## config.mk

```make
export PLATFORM = sky130hd
export DESIGN_NAME = bstp_top
export DESIGN_NICKNAME = d
export VERILOG_FILES = /design/src/core/bstp_pkg.sv /design/src/core/bstp_top.sv
export SDC_FILE = /design/constraint.sdc
export NUM_CORES = 2
export LEC_CHECK = 0
export ABC_CLOCK_PERIOD_IN_PS = 4100
export BUFFER_PORTS_ARGS = -buffer_cell sky130_fd_sc_hd__buf_4
export CAP_MARGIN = 20
export CORE_MARGIN = 2
export CORE_UTILIZATION = 30
export DETAILED_ROUTE_END_ITERATION = 8
export SYNTH_ARGS = -nofsm -noshare
export SYNTH_HDL_FRONTEND = slang
export SYNTH_SLANG_ARGS = --single-unit
```

## constraint.sdc

```tcl
create_clock -name clk -period 4.1 [get_ports clk]
set_clock_uncertainty 0.15 [all_clocks]
set_input_delay 0.82 -clock clk [delete_from_list [all_inputs] [get_ports clk]]
set_output_delay 0.82 -clock clk [all_outputs]
set_load 0.02 [all_outputs]
```

## src/core/bstp_pkg.sv

```systemverilog
// shared constants and types for the boundary scan test port
package bstp_pkg;
  // instruction register
  localparam int IR_W = 4;
  localparam logic [IR_W-1:0] IR_EXTEST = 4'h0;
  localparam logic [IR_W-1:0] IR_SAMPLE = 4'h1;
  localparam logic [IR_W-1:0] IR_IDCODE = 4'h2;
  localparam logic [IR_W-1:0] IR_PROGRAM = 4'h3;
  localparam logic [IR_W-1:0] IR_BYPASS = 4'hf;
  localparam logic [IR_W-1:0] IR_CAPTURE_VAL = 4'h1;  // low bits 01 as usual
  localparam logic [IR_W-1:0] IR_RESET_VAL = IR_IDCODE;
  // data registers
  localparam int ID_W = 32;
  localparam int PROG_W = 32;
  localparam int CELL_BITS = 3;  // capture stages per cell
  localparam int CELL_IN = 0;
  localparam int CELL_OUT = 1;
  localparam int CELL_OE = 2;
  localparam int FIFO_DEPTH = 16;
  // pin index inside the four-pin test port group
  localparam int PIN_TCK = 0;
  localparam int PIN_TMS = 1;
  localparam int PIN_TDI = 2;
  localparam int PIN_TDO = 3;
  localparam logic [3:0] PIN_RESET_VAL = 4'h0;

  typedef enum logic [3:0] {
    TEST_LOGIC_RESET, RUN_TEST_IDLE,
    SELECT_DR, CAPTURE_DR, SHIFT_DR, EXIT1_DR, PAUSE_DR, EXIT2_DR, UPDATE_DR,
    SELECT_IR, CAPTURE_IR, SHIFT_IR, EXIT1_IR, PAUSE_IR, EXIT2_IR, UPDATE_IR
  } bstp_state_t;

  // synchronised test port inputs
  typedef struct packed {
    logic tck;
    logic tms;
    logic tdi;
  } bstp_link_t;
endpackage

```

## src/core/bstp_top.sv

```systemverilog
// boundary scan test port: tap controller, boundary chain and programming fifo
// How it works
// - the tap controller is reset by the power-up reset and by disabling the port, there is no separate test reset pin.
// - sample/preload, extest, bypass and idcode instructions are decoded from the instruction register.
// - every dedicated input and i/o pin owns a boundary cell for observe and control.
// - cells come in two kinds, pin cells and macrocell cells, placed by one generate loop.
// - each cell has three capture/shift stages and two update stages (output value and enable).
// - all cells form one serial chain from tdi to tdo through their capture stages.
// - capture stages sample live signals, shift chain data and load the update stages.
// - capture, shift and update strobes all come from the tap state machine inside the block.
// - a programming instruction takes 32-bit words over the four port pins into a fifo.
// - the chain covers up to 96 i/o pins plus four dedicated inputs, set by parameter.
// - scan follows the usual 1149.1 behaviour so any tester reading the description model works.
////////////////////////////////////////////////////////////////////////////////
// simple synchronous fifo with valid/ready on both sides
module bstp_fifo #(
  parameter int WIDTH = 32,
  parameter int DEPTH = 16
) (
  // clock and reset
  input wire logic clk,
  input wire logic rst_n,
  // fill side
  input wire logic in_valid,
  output logic in_ready,
  input wire logic [WIDTH-1:0] in_data,
  // drain side
  output logic out_valid,
  input wire logic out_ready,
  output logic [WIDTH-1:0] out_data
);
  localparam int AW = $clog2(DEPTH);
  logic [WIDTH-1:0] mem [DEPTH];
  logic [AW:0] wr_ptr;
  logic [AW:0] rd_ptr;
  wire full = (wr_ptr[AW] != rd_ptr[AW]) && (wr_ptr[AW-1:0] == rd_ptr[AW-1:0]);
  wire empty = (wr_ptr == rd_ptr);
  wire push = in_valid && !full;
  wire pop = out_ready && !empty;
  assign in_ready = !full;
  assign out_valid = !empty;
  assign out_data = mem[rd_ptr[AW-1:0]];
  // storage has no reset, only the pointers need one
  always_ff @(posedge clk) begin
    if (push) begin
      mem[wr_ptr[AW-1:0]] <= in_data;
    end
  end
  // pointers carry one wrap bit so full and empty differ
  always_ff @(posedge clk or negedge rst_n) begin
    if (!rst_n) begin
      wr_ptr <= '0;
      rd_ptr <= '0;
    end else begin
      if (push) wr_ptr <= wr_ptr + 1'b1;
      if (pop) rd_ptr <= rd_ptr + 1'b1;
    end
  end
endmodule
////////////////////////////////////////////////////////////////////////////////
module bstp_top
  import bstp_pkg::*;
#(
  parameter int N_PIN = 100,  // 96 i/o plus four dedicated inputs
  parameter int N_MC = 128,
  parameter logic [ID_W-1:0] IDCODE_VAL = 32'h0000_0001  // arbitrary value
) (
  // clock and power-up reset
  input wire logic clk,
  input wire logic rst_n,
  // configuration: test port on, else pins are user i/o
  input wire logic port_enable,
  // the four test port pins
  input wire logic [3:0] port_pin_in,
  output logic [3:0] port_pin_out,
  output logic [3:0] port_pin_oe,
  // user side of the four port pins when the port is disabled
  input wire logic [3:0] user_pin_out,
  input wire logic [3:0] user_pin_oe,
  output logic [3:0] user_pin_in,
  // boundary cells: core side and pad/net side
  input wire logic [N_PIN+N_MC-1:0] sys_out,
  input wire logic [N_PIN+N_MC-1:0] sys_oe,
  output logic [N_PIN+N_MC-1:0] core_in,
  input wire logic [N_PIN+N_MC-1:0] pad_in,
  output logic [N_PIN+N_MC-1:0] pad_out,
  output logic [N_PIN+N_MC-1:0] pad_oe,
  // programming words toward the array programmer
  output logic prog_valid,
  input wire logic prog_ready,
  output logic [PROG_W-1:0] prog_data
);
  localparam int N = N_PIN + N_MC;
  localparam int BSR_W = N * CELL_BITS;
  // next tap state for a given tms
  function automatic bstp_state_t tap_next(input bstp_state_t s, input logic tms);
    case (s)
      TEST_LOGIC_RESET: tap_next = tms ? TEST_LOGIC_RESET : RUN_TEST_IDLE;
      RUN_TEST_IDLE: tap_next = tms ? SELECT_DR : RUN_TEST_IDLE;
      SELECT_DR: tap_next = tms ? SELECT_IR : CAPTURE_DR;
      CAPTURE_DR: tap_next = tms ? EXIT1_DR : SHIFT_DR;
      SHIFT_DR: tap_next = tms ? EXIT1_DR : SHIFT_DR;
      EXIT1_DR: tap_next = tms ? UPDATE_DR : PAUSE_DR;
      PAUSE_DR: tap_next = tms ? EXIT2_DR : PAUSE_DR;
      EXIT2_DR: tap_next = tms ? UPDATE_DR : SHIFT_DR;
      UPDATE_DR: tap_next = tms ? SELECT_DR : RUN_TEST_IDLE;
      SELECT_IR: tap_next = tms ? TEST_LOGIC_RESET : CAPTURE_IR;
      CAPTURE_IR: tap_next = tms ? EXIT1_IR : SHIFT_IR;
      SHIFT_IR: tap_next = tms ? EXIT1_IR : SHIFT_IR;
      EXIT1_IR: tap_next = tms ? UPDATE_IR : PAUSE_IR;
      PAUSE_IR: tap_next = tms ? EXIT2_IR : PAUSE_IR;
      EXIT2_IR: tap_next = tms ? UPDATE_IR : SHIFT_IR;
      UPDATE_IR: tap_next = tms ? SELECT_DR : RUN_TEST_IDLE;
      default: tap_next = TEST_LOGIC_RESET;
    endcase
  endfunction
  ////////////////////////////////////////////////////////////////////////////
  // two-flop synchronisers for port pins and pads
  logic [3:0] pin_meta;
  logic [3:0] pin_sync;
  logic [N-1:0] pad_meta;
  logic [N-1:0] pad_sync;
  logic tck_last;
  always_ff @(posedge clk or negedge rst_n) begin
    if (!rst_n) begin
      pin_meta <= PIN_RESET_VAL;
      pin_sync <= PIN_RESET_VAL;
      pad_meta <= '0;
      pad_sync <= '0;
      tck_last <= 1'b0;
    end else begin
      pin_meta <= port_pin_in;
      pin_sync <= pin_meta;
      pad_meta <= pad_in;
      pad_sync <= pad_meta;
      tck_last <= pin_sync[PIN_TCK];
    end
  end
  bstp_link_t link;
  assign link = '{tck: pin_sync[PIN_TCK], tms: pin_sync[PIN_TMS], tdi: pin_sync[PIN_TDI]};
  // a disabled port sees no tck edges at all
  wire tck_rise = port_enable && link.tck && !tck_last;
  wire tck_fall = port_enable && !link.tck && tck_last;
  ////////////////////////////////////////////////////////////////////////////
  // tap state and instruction register
  bstp_state_t state;
  logic [IR_W-1:0] ir_shift;
  logic [IR_W-1:0] ir;
  wire bstp_state_t next_state = tap_next(state, link.tms);
  // decoded strobes from the state machine, register selects from the instruction register
  wire cap_dr = tck_rise && state == CAPTURE_DR;
  wire sh_dr = tck_rise && state == SHIFT_DR;
  wire upd_dr = tck_rise && state == UPDATE_DR;
  wire sel_bsr = ir == IR_EXTEST || ir == IR_SAMPLE;
  wire sel_id = ir == IR_IDCODE;
  wire sel_prog = ir == IR_PROGRAM;
  wire is_extest = ir == IR_EXTEST;
  // disabling the port or power-up puts the tap back in reset
  always_ff @(posedge clk or negedge rst_n) begin
    if (!rst_n) begin
      state <= TEST_LOGIC_RESET;
    end else if (!port_enable) begin
      state <= TEST_LOGIC_RESET;
    end else if (tck_rise) begin
      state <= next_state;
    end
  end
  // instruction capture, shift and update
  always_ff @(posedge clk or negedge rst_n) begin
    if (!rst_n) begin
      ir_shift <= '0;
      ir <= IR_RESET_VAL;
    end else if (tck_rise) begin
      if (state == TEST_LOGIC_RESET) ir <= IR_RESET_VAL;
      if (state == CAPTURE_IR) ir_shift <= IR_CAPTURE_VAL;
      if (state == SHIFT_IR) ir_shift <= {link.tdi, ir_shift[IR_W-1:1]};
      if (state == UPDATE_IR) ir <= ir_shift;
    end
  end
  ////////////////////////////////////////////////////////////////////////////
  // boundary chain: three capture stages and two update stages per cell
  logic [BSR_W-1:0] bsr;
  logic [N-1:0] upd_out;
  logic [N-1:0] upd_oe;
  logic [BSR_W-1:0] live;
  // pin cells first, macrocell cells after; same stage layout for both kinds
  for (genvar i = 0; i < N; i++) begin : g_cell
    assign live[i*CELL_BITS+CELL_IN] = pad_sync[i];
    assign live[i*CELL_BITS+CELL_OUT] = sys_out[i];
    assign live[i*CELL_BITS+CELL_OE] = sys_oe[i];
  end
  // capture, shift tdi toward bit 0, load update stages
  always_ff @(posedge clk or negedge rst_n) begin
    if (!rst_n) begin
      bsr <= '0;
      upd_out <= '0;
      upd_oe <= '0;
    end else if (sel_bsr) begin
      if (cap_dr) bsr <= live;
      if (sh_dr) bsr <= {link.tdi, bsr[BSR_W-1:1]};
      for (int i = 0; i < N; i++) begin
        if (upd_dr) upd_out[i] <= bsr[i*CELL_BITS+CELL_OUT];
        if (upd_dr) upd_oe[i] <= bsr[i*CELL_BITS+CELL_OE];
      end
    end
  end
  // extest drives pads from update stages, otherwise the core is transparent
  always_ff @(posedge clk or negedge rst_n) begin
    if (!rst_n) begin
      pad_out <= '0;
      pad_oe <= '0;
      core_in <= '0;
    end else begin
      pad_out <= is_extest ? upd_out : sys_out;
      pad_oe <= is_extest ? upd_oe : sys_oe;
      core_in <= pad_sync;
    end
  end
  ////////////////////////////////////////////////////////////////////////////
  // bypass, idcode and programming data registers
  logic bypass;
  logic [ID_W-1:0] id_shift;
  logic [PROG_W-1:0] prog_shift;
  logic word_dropped;
  logic fifo_in_ready;
  always_ff @(posedge clk or negedge rst_n) begin
    if (!rst_n) begin
      bypass <= 1'b0;
      id_shift <= '0;
      prog_shift <= '0;
    end else begin
      if (cap_dr) bypass <= 1'b0;
      if (sh_dr) bypass <= link.tdi;
      if (cap_dr && sel_id) id_shift <= IDCODE_VAL | 32'h0000_0001;
      if (sh_dr && sel_id) id_shift <= {link.tdi, id_shift[ID_W-1:1]};
      // capture lets the programmer poll space and a lost word
      if (cap_dr && sel_prog) prog_shift <= {{(PROG_W-2){1'b0}}, word_dropped, fifo_in_ready};
      if (sh_dr && sel_prog) prog_shift <= {link.tdi, prog_shift[PROG_W-1:1]};
    end
  end
  // a word updated into a full fifo is not stored; the flag tells the programmer
  wire push_word = upd_dr && sel_prog;
  always_ff @(posedge clk or negedge rst_n) begin
    if (!rst_n) begin
      word_dropped <= 1'b0;
    end else if (push_word && !fifo_in_ready) begin
      word_dropped <= 1'b1;  // set wins over the clear below
    end else if (cap_dr && sel_prog) begin
      word_dropped <= 1'b0;
    end
  end
  bstp_fifo #(.WIDTH(PROG_W), .DEPTH(FIFO_DEPTH)) u_fifo (
    .clk(clk),
    .rst_n(rst_n),
    .in_valid(push_word),
    .in_ready(fifo_in_ready),
    .in_data(prog_shift),
    .out_valid(prog_valid),
    .out_ready(prog_ready),
    .out_data(prog_data)
  );
  ////////////////////////////////////////////////////////////////////////////
  // tdo source selection and falling-edge output
  wire in_shift_ir = state == SHIFT_IR;
  wire in_shift_dr = state == SHIFT_DR;
  wire dr_bit = sel_bsr ? bsr[0] : sel_id ? id_shift[0] : sel_prog ? prog_shift[0] : bypass;
  wire tdo_bit = in_shift_ir ? ir_shift[0] : dr_bit;
  logic tdo_q;
  logic tdo_en;
  always_ff @(posedge clk or negedge rst_n) begin
    if (!rst_n) begin
      tdo_q <= 1'b0;
      tdo_en <= 1'b0;
    end else if (!port_enable) begin
      tdo_en <= 1'b0;
    end else if (tck_fall) begin
      tdo_q <= tdo_bit;
      tdo_en <= in_shift_ir || in_shift_dr;
    end
  end
  // port pins: test port or user i/o, chosen by the option
  always_ff @(posedge clk or negedge rst_n) begin
    if (!rst_n) begin
      port_pin_out <= PIN_RESET_VAL;
      port_pin_oe <= PIN_RESET_VAL;
      user_pin_in <= PIN_RESET_VAL;
    end else if (port_enable) begin
      port_pin_out <= {tdo_q, 3'h0};
      port_pin_oe <= {tdo_en, 3'h0};
      user_pin_in <= PIN_RESET_VAL;
    end else begin
      port_pin_out <= user_pin_out;
      port_pin_oe <= user_pin_oe;
      user_pin_in <= pin_sync;
    end
  end
endmodule

```

Word-level counts from Yosys, hierarchy flattened
Memory sizes are Yosys's and may differ from the RTL's.
Cells that the tools add are included.
{"block": "totals", "ff_bits": 2391, "latch_bits": 0, "ram_bits": 512, "rom_bits": 0, "mem_count": 1}
{"memory": "u_fifo.mem", "depth": 16, "width": 32, "read_ports": 1, "rd_ports_with_merged_regs": 0, "wr": 1, "line_no": "bstp_top.sv:33", "rtl": "logic [WIDTH-1:0] mem [DEPTH];"}
{"block": "op_classes", "add_sub_neg": 2, "multipliers": 0, "div_mod_pow": 0, "magnitude_cmp": 0, "n_eq_ne": 23, "shifts": 0, "muxes": 42, "n_bitwise": 0, "n_reduce_logical": 38}
{"cell": "2-to-1 mux 684 bit", "count": 2}
{"cell": "2-to-1 mux 228 bit", "count": 2}
{"cell": "2-to-1 mux 32 bit", "count": 4}
{"cell": "2-to-1 mux 4 bit", "count": 13}
{"cell": "one-hot mux 4 bit (12 select lines)", "count": 1}
{"cell": "== test 4 bit (second input constant)", "count": 8}
{"cell": "== test 4 x 2 -> 1 bit (second input constant)", "count": 4}
{"cell": "== test 4 x 3 -> 1 bit (second input constant)", "count": 4}
{"cell": "logical AND 1 bit", "count": 16}
{"cell": "2-to-1 mux 1 bit", "count": 15}
{"cell": "nonzero test 2 bit", "count": 6}
{"cell": "adder 5 x 1 -> 5 bit (second input constant)", "count": 2}
{"cell": "AND reduction 2 bit", "count": 5}
{"cell": "== test 4 x 1 -> 1 bit (second input constant)", "count": 2}
{"cell": "logical NOT 4 bit", "count": 2}
{"cell": "2-to-1 mux 2 bit", "count": 3}
{"cell": "2-to-1 mux 3 bit", "count": 2}
{"cell": "== test 5 bit", "count": 1}
{"cell": "== test 4 bit", "count": 1}
{"cell": "logical NOT 1 bit", "count": 4}
{"cell": "inequality test 2 x 1 -> 1 bit (second input constant)", "count": 2}
{"cell": "OR reduction 2 bit", "count": 2}
{"cell": "OR reduction 3 bit", "count": 1}
{"cell": "logical OR 1 bit", "count": 2}
{"cell": "inequality test 1 bit", "count": 1}

Depth between registers and ports, before layout
{"block": "logic_depth", "depth_word": 7, "depth_mapped": 9, "depth_no_buf": 4}

Modules after synthesis
Synthesis repeated with hierarchy kept, for this count alone.
{"block": "unflattened", "cells_unflattened": 7511, "area_unflattened_um2": 106971.3}
{"mod": "bstp_top", "instances": 1, "cells_per_inst": 6642, "area_each_um2": 87036.0, "seq_area_each_um2": 59583.4}
{"mod": "bstp_fifo", "instances": 1, "cells_per_inst": 869, "area_each_um2": 19935.4, "seq_area_each_um2": 15625.0}

Worst setup path before layout
OpenSTA, ideal clock, no wires.
{"block": "synth_timing", "path_type": "input-to-reg", "startpoint": "input port port_enable", "endpoint": "memory u_fifo.mem[10][0] (enable)", "arrival_ns": 2.783, "required_ns": 3.558, "setup_slack_ns": 0.775, "stages": 6, "path_cell_list": "and3b_1 -> clkbuf_1 -> nand3_1 -> a21oi_1 -> clkbuf_1 -> and3_1"}
{"block": "synth_between", "elab_chain_len": 7}
{"item": "start, declared", "line_no": "bstp_top.sv:72", "rtl": "input wire logic port_enable,"}
{"item": "logical AND 1 bit (2 in series)", "line_no": "bstp_top.sv:142", "rtl": "wire tck_rise = port_enable && link.tck && !tck_last;"}
{"item": "logical AND 1 bit", "line_no": "bstp_top.sv:153", "rtl": "wire upd_dr = tck_rise && state == UPDATE_DR;"}
{"item": "logical AND 1 bit", "line_no": "bstp_top.sv:242", "rtl": "wire push_word = upd_dr && sel_prog;"}
{"item": "logical AND 1 bit", "line_no": "bstp_top.sv:38", "rtl": "wire push = in_valid && !full;"}
{"item": "2-to-1 mux 1 bit", "line_no": "bstp_top.sv:45", "rtl": "if (push) begin"}
{"item": "2-to-1 mux 1 bit (not written as such)", "line_no": "bstp_top.sv:46", "rtl": "mem[wr_ptr[AW-1:0]] <= in_data;"}
{"item": "end, declared", "line_no": "bstp_top.sv:33"}
Every way passes these cells.

Worst setup path after layout
{"block": "layout_timing", "startpoint": "register u_fifo.rd_ptr[0]", "endpoint": "output port prog_data[24]"}
{"block": "layout_between", "elab_chain_len": 1}
{"item": "start, declared", "line_no": "bstp_top.sv:35", "rtl": "logic [AW:0] rd_ptr;"}
{"item": "start signal, assigned", "line_no": "bstp_top.sv:56", "rtl": "if (pop) rd_ptr <= rd_ptr + 1'b1;"}
{"item": "memory (16 x 32 bit)"}
{"item": "end, declared", "line_no": "bstp_top.sv:91", "rtl": "output logic [PROG_W-1:0] prog_data"}
Every way passes these cells.

==> impl_metrics.prom <==
# TYPE chip_impl_metric gauge
chip_impl_metric{name="grt_remaining_overflow",unit=""} 0
chip_impl_metric{name="pwr_density_cell",unit="nW/um^2"} 465.9
chip_impl_metric{name="start_util",unit=""} 0.3010
chip_impl_metric{name="yosys_register_bits",unit=""} 2903
chip_impl_metric{name="proportion_of_layout_cells_with_a_drive_suffix_above_1",unit=""} 0.2712
chip_impl_metric{name="max_buffers_root_to_sink",unit=""} 4
chip_impl_metric{name="num_vias",unit=""} 69180
chip_impl_metric{name="cell_area_synth",unit="sq um"} 106900
chip_impl_info{name="critPathKind",value="register to output port"} 1
chip_impl_metric{name="number_of_global_route_vias_before_repair",unit=""} 71820
chip_impl_metric{name="drt_first_iter_violations",unit=""} 5933
chip_impl_metric{name="cp_max_fo",unit=""} 23
chip_impl_metric{name="worstPathArrival",unit="ns"} 3.01
chip_impl_metric{name="fin_nets",unit=""} 10610
chip_impl_metric{name="ir_drop",unit="mV"} 0.4872
chip_impl_metric{name="yosys_warnings",unit=""} 0
chip_impl_metric{name="port-buffer-count",unit=""} 1428
chip_impl_metric{name="detailed_place_hpwl",unit="mm"} 259.8
chip_impl_metric{name="die_width",unit="um"} 600.9
chip_impl_metric{name="drtPass1Iterations",unit=""} 6
chip_impl_metric{name="floorplan.rows",unit=""} 219
chip_impl_metric{name="hold_viol_final",unit=""} 0
chip_impl_metric{name="avgViaCountPerCell",unit=""} 4.616
chip_impl_metric{name="number_of_flops_mapped_to_enable_cells_by_yosys",unit=""} 512
chip_impl_metric{name="insertion_delay",unit="ns"} 0.90
chip_impl_info{name="critical_path.startpoint_type",value="register"} 1
chip_impl_metric{name="cts_made_buffers",unit=""} 316
chip_impl_metric{name="y_dimension_of_the_die",unit="um"} 600.9
chip_impl_metric{name="synth_top_area_share",unit=""} 0.5596
chip_impl_metric{name="timing.final.crit_share",unit=""} 0.9696
chip_impl_metric{name="floorplan.io_pins",unit=""} 1429
chip_impl_metric{name="crit_required",unit="ns"} 3.13
chip_impl_metric{name="worst_setup_hold_path_clk_slew",unit="ns"} 0.05
chip_impl_metric{name="multiInputGateArea",unit="sq um"} 28680
chip_impl_metric{name="fmax",unit="GHz"} 0.2515
chip_impl_info{name="postSynth.topFlopCell",value="sky130_fd_sc_hd__dfrtp_1"} 1
chip_impl_info{name="grt_setup_unrepaired",value="no"} 1
chip_impl_info{name="final_cell_mix",value="sky130_fd_sc_hd__dfrtp_1 (2386), sky130_fd_sc_hd__nand2_1 (2065), sky130_fd_sc_hd__buf_4 (1561)"} 1
chip_impl_metric{name="detail_route.wl_per_cell",unit="um"} 24.13
chip_impl_metric{name="synth.net_count",unit=""} 8433
chip_impl_metric{name="drc_errors_left",unit=""} 0
chip_impl_metric{name="place.gp.congestion",unit=""} 0.8746
chip_impl_metric{name="timing.max_slew.rel_slack",unit=""} 0.2111
chip_impl_metric{name="area.sequential",unit="sq um"} 75220
chip_impl_metric{name="grt_util_all_layers",unit=""} 0.1955
chip_impl_metric{name="total_die_area",unit="sq um"} 361100
chip_impl_metric{name="filler_cell_count",unit=""} 33100
chip_impl_metric{name="clkSinkCount",unit=""} 2903
chip_impl_metric{name="area_delta_synth_final",unit="%"} 31.66
chip_impl_metric{name="asyncSetResetFlopFracSynth",unit=""} 0.8236
chip_impl_metric{name="cts.htree.levels",unit=""} 5
chip_impl_metric{name="p_leak",unit="nW"} 62.59
chip_impl_metric{name="drt-total-wl",unit="mm"} 361.6
chip_impl_metric{name="first_pass_grt_wire_length",unit="mm"} 520.5
chip_impl_metric{name="setup_tns",unit="ns"} 0
chip_impl_metric{name="slew_of_the_pin_with_the_lowest_slew_margin",unit="ns"} 1.183
chip_impl_info{name="clockRootBuffer",value="sky130_fd_sc_hd__clkbuf_16"} 1
chip_impl_info{name="timing.critical_path.to_type",value="output port"} 1
chip_impl_info{name="run_status",value="completed"} 1
chip_impl_info{name="synthDominantAreaCellType",value="sky130_fd_sc_hd__dfrtp_1"} 1
chip_impl_info{name="tritoncts",value="yes"} 1
chip_impl_metric{name="maximum_number_of_pins_on_one_net_before_global_route_repair",unit=""} 114
chip_impl_metric{name="setup_viol",unit=""} 0
chip_impl_metric{name="synthesis.area_per_instance",unit="sq um"} 13.83
chip_impl_metric{name="antenna_left",unit=""} 0
chip_impl_info{name="yosys-top-cells-area",value="sky130_fd_sc_hd__dfrtp_1 (56%), sky130_fd_sc_hd__edfxtp_1 (14%), sky130_fd_sc_hd__nand2_1 (7.3%)"} 1
chip_impl_metric{name="timing.final.max_slew_violations",unit=""} 0
chip_impl_metric{name="core_region_area",unit="sq um"} 355100
chip_impl_metric{name="min_period",unit="ns"} 3.975
chip_impl_metric{name="netlist_instances",unit=""} 7728
chip_impl_metric{name="post-route-util",unit=""} 0.3963
chip_impl_metric{name="cap_viol_max_count",unit=""} 0
chip_impl_info{name="final_common_cell",value="sky130_fd_sc_hd__dfrtp_1"} 1
chip_impl_metric{name="synth.yosys.seq_area_share",unit=""} 0.7037
chip_impl_info{name="worstHoldPathType",value="input port to register"} 1
chip_impl_metric{name="number_of_antenna_violations_at_the_first_check_in_global_routing",unit=""} 144
chip_impl_metric{name="yosysUniqueCellTypes",unit=""} 58
==> cell usage after synthesis, drive strengths merged, types with 2 or more instances <==
master,instances
nor4,2
o211ai,5
nor4b,3
a31oi,3
and3,15
clkbuf,268
nor4bb,2
a21boi,2
a22o,65
o21ai,695
edfxtp,512
xnor2,8
mux2,460
dfrtp,2390
xor2,6
nand3b,3
or2,2
and2,5
nand3,12
a31o,3
or4,2
nand2,2065
nor2,9
and3b,2
mux4,128
buf,186
a211oi,38
nor2b,46
mux2i,717
ha,5
inv,8
o22ai,2
o31ai,2
a21oi,39
nor3,3
nand4,2
==> cell type report <==
cell class,count,area share
clock buffers,443,0.06434
diodes,89,0.001583
clock inverters,120,0.01011
multi-input cells,4363,0.2038
flip-flops and latches,2903,0.5345
inverters,8,0.0002134
repair buffers,2309,0.1432
well taps,4751,0.04224
==> power breakdown <==
part | internal [mW] | switching [mW] | total [mW]
Sequential | 29.9 | 0.581 | 30.5
Combinational | 2.81 | 3.48 | 6.28
Clock | 16.7 | 12.1 | 28.8
Total | 49.4 | 16.1 | 65.6
==> per-layer routing <==
| layer | global-route usage | up-vias | part of all wire |
|---|---|---|---|
| li1 | - | 30890 | - |
| met4 | 0.08205 | 54 | 0.043 |
| met2 | 0.3297 | 2077 | 0.50 |
| met5 | 0 | - | 0.00093 |
| met3 | 0.04769 | 623 | 0.062 |
| met1 | 0.2385 | 35540 | 0.40 |
==> worst max-delay path, cell delays in order, from the launching register on <==
cell and delay, ns:
sky130_fd_sc_hd__dfrtp_4 0.58, sky130_fd_sc_hd__buf_4 0.18, sky130_fd_sc_hd__clkbuf_16 0.24, sky130_fd_sc_hd__mux4_2 0.54, sky130_fd_sc_hd__mux2i_1 0.27, sky130_fd_sc_hd__a21oi_1 0.12, sky130_fd_sc_hd__buf_4 0.19
==> kinds of logic (layout without fill, tap and decap cells) <==
| family | count (synthesis) | after routing | share of synthesized area |
|---|---|---|---|
| AOI/OAI and AO/OA | 859 | 859 | 0.04398 |
| xor gates and xnor gates | 14 | 14 | 0.001147 |
| adders and majority gates | 5 | 5 | 0.0005853 |
| buffers and inverters | 462 | 2880 | 0.02855 |
| DFF | 2903 | 2903 | 0.7037 |
| muxes | 1305 | 1305 | 0.1426 |
| other | 0 | 89 | 0 |
| and+or+nand+nor | 2180 | 2180 | 0.07949 |
==> per-stage QoR <==
| step | hold slack [ns] | power (mW) | std cells | setup WS (ns) | instance area [sq um] |
|---|---|---|---|---|---|
| 3_5_place_dp | 0.1847 | 36.50 | 13670 | 0.7679 | 123300 |
| 4_1_cts | 0.0001064 | 66.19 | 14890 | 0.008206 | 140300 |
| 3_3_place_gp | 0.1816 | 36.47 | 13670 | 0.7683 | 123300 |
| 5_1_grt | 0.02305 | 67.87 | 14950 | 0.001965 | 140600 |
| 6_report | 0.09053 | 65.57 | 14990 | 0.1245 | 140700 |
| 2_1_floorplan | 0.1812 | 33.32 | 7728 | 0.7753 | 106900 |
==> registers in the layout, summed over array words and instances, names as in the netlist, 228 cells and up <==
name        cells
upd_out       228
core_in       228
pad_oe        228
pad_sync      228
u_fifo.mem    512
pad_meta      228
upd_oe        228
pad_out       228
bsr           684
==> final timing paths <==
path | start | cells past startpoint | end | slack (ns)
min in group asynchronous | rst_n | 2 | bsr[634] | 0.40
setup / recovery | u_fifo.rd_ptr[0] | 6 | prog_data[24] | 0.12
max in group asynchronous | rst_n | 4 | u_fifo.rd_ptr[2] | 2.10
hold / removal | sys_oe[129] | 2 | pad_oe[129] | 0.09
hold reg to reg | pad_meta[117] | 0 | pad_sync[117] | 0.18
setup reg to reg | ir[1] | 5 | u_fifo.mem[3][11] | 0.86
==> timing repair <==
item                                   CTS  global route
setup buffers                            1             3
hold buffers                           655             0
gates cloned                             0             3
endpoints found under the hold margin  979             0
setup endpoints to repair               14            13
pin swaps                                0             0
resized for setup                        1             8
Note: power is estimated with default switching activity, not from simulation.
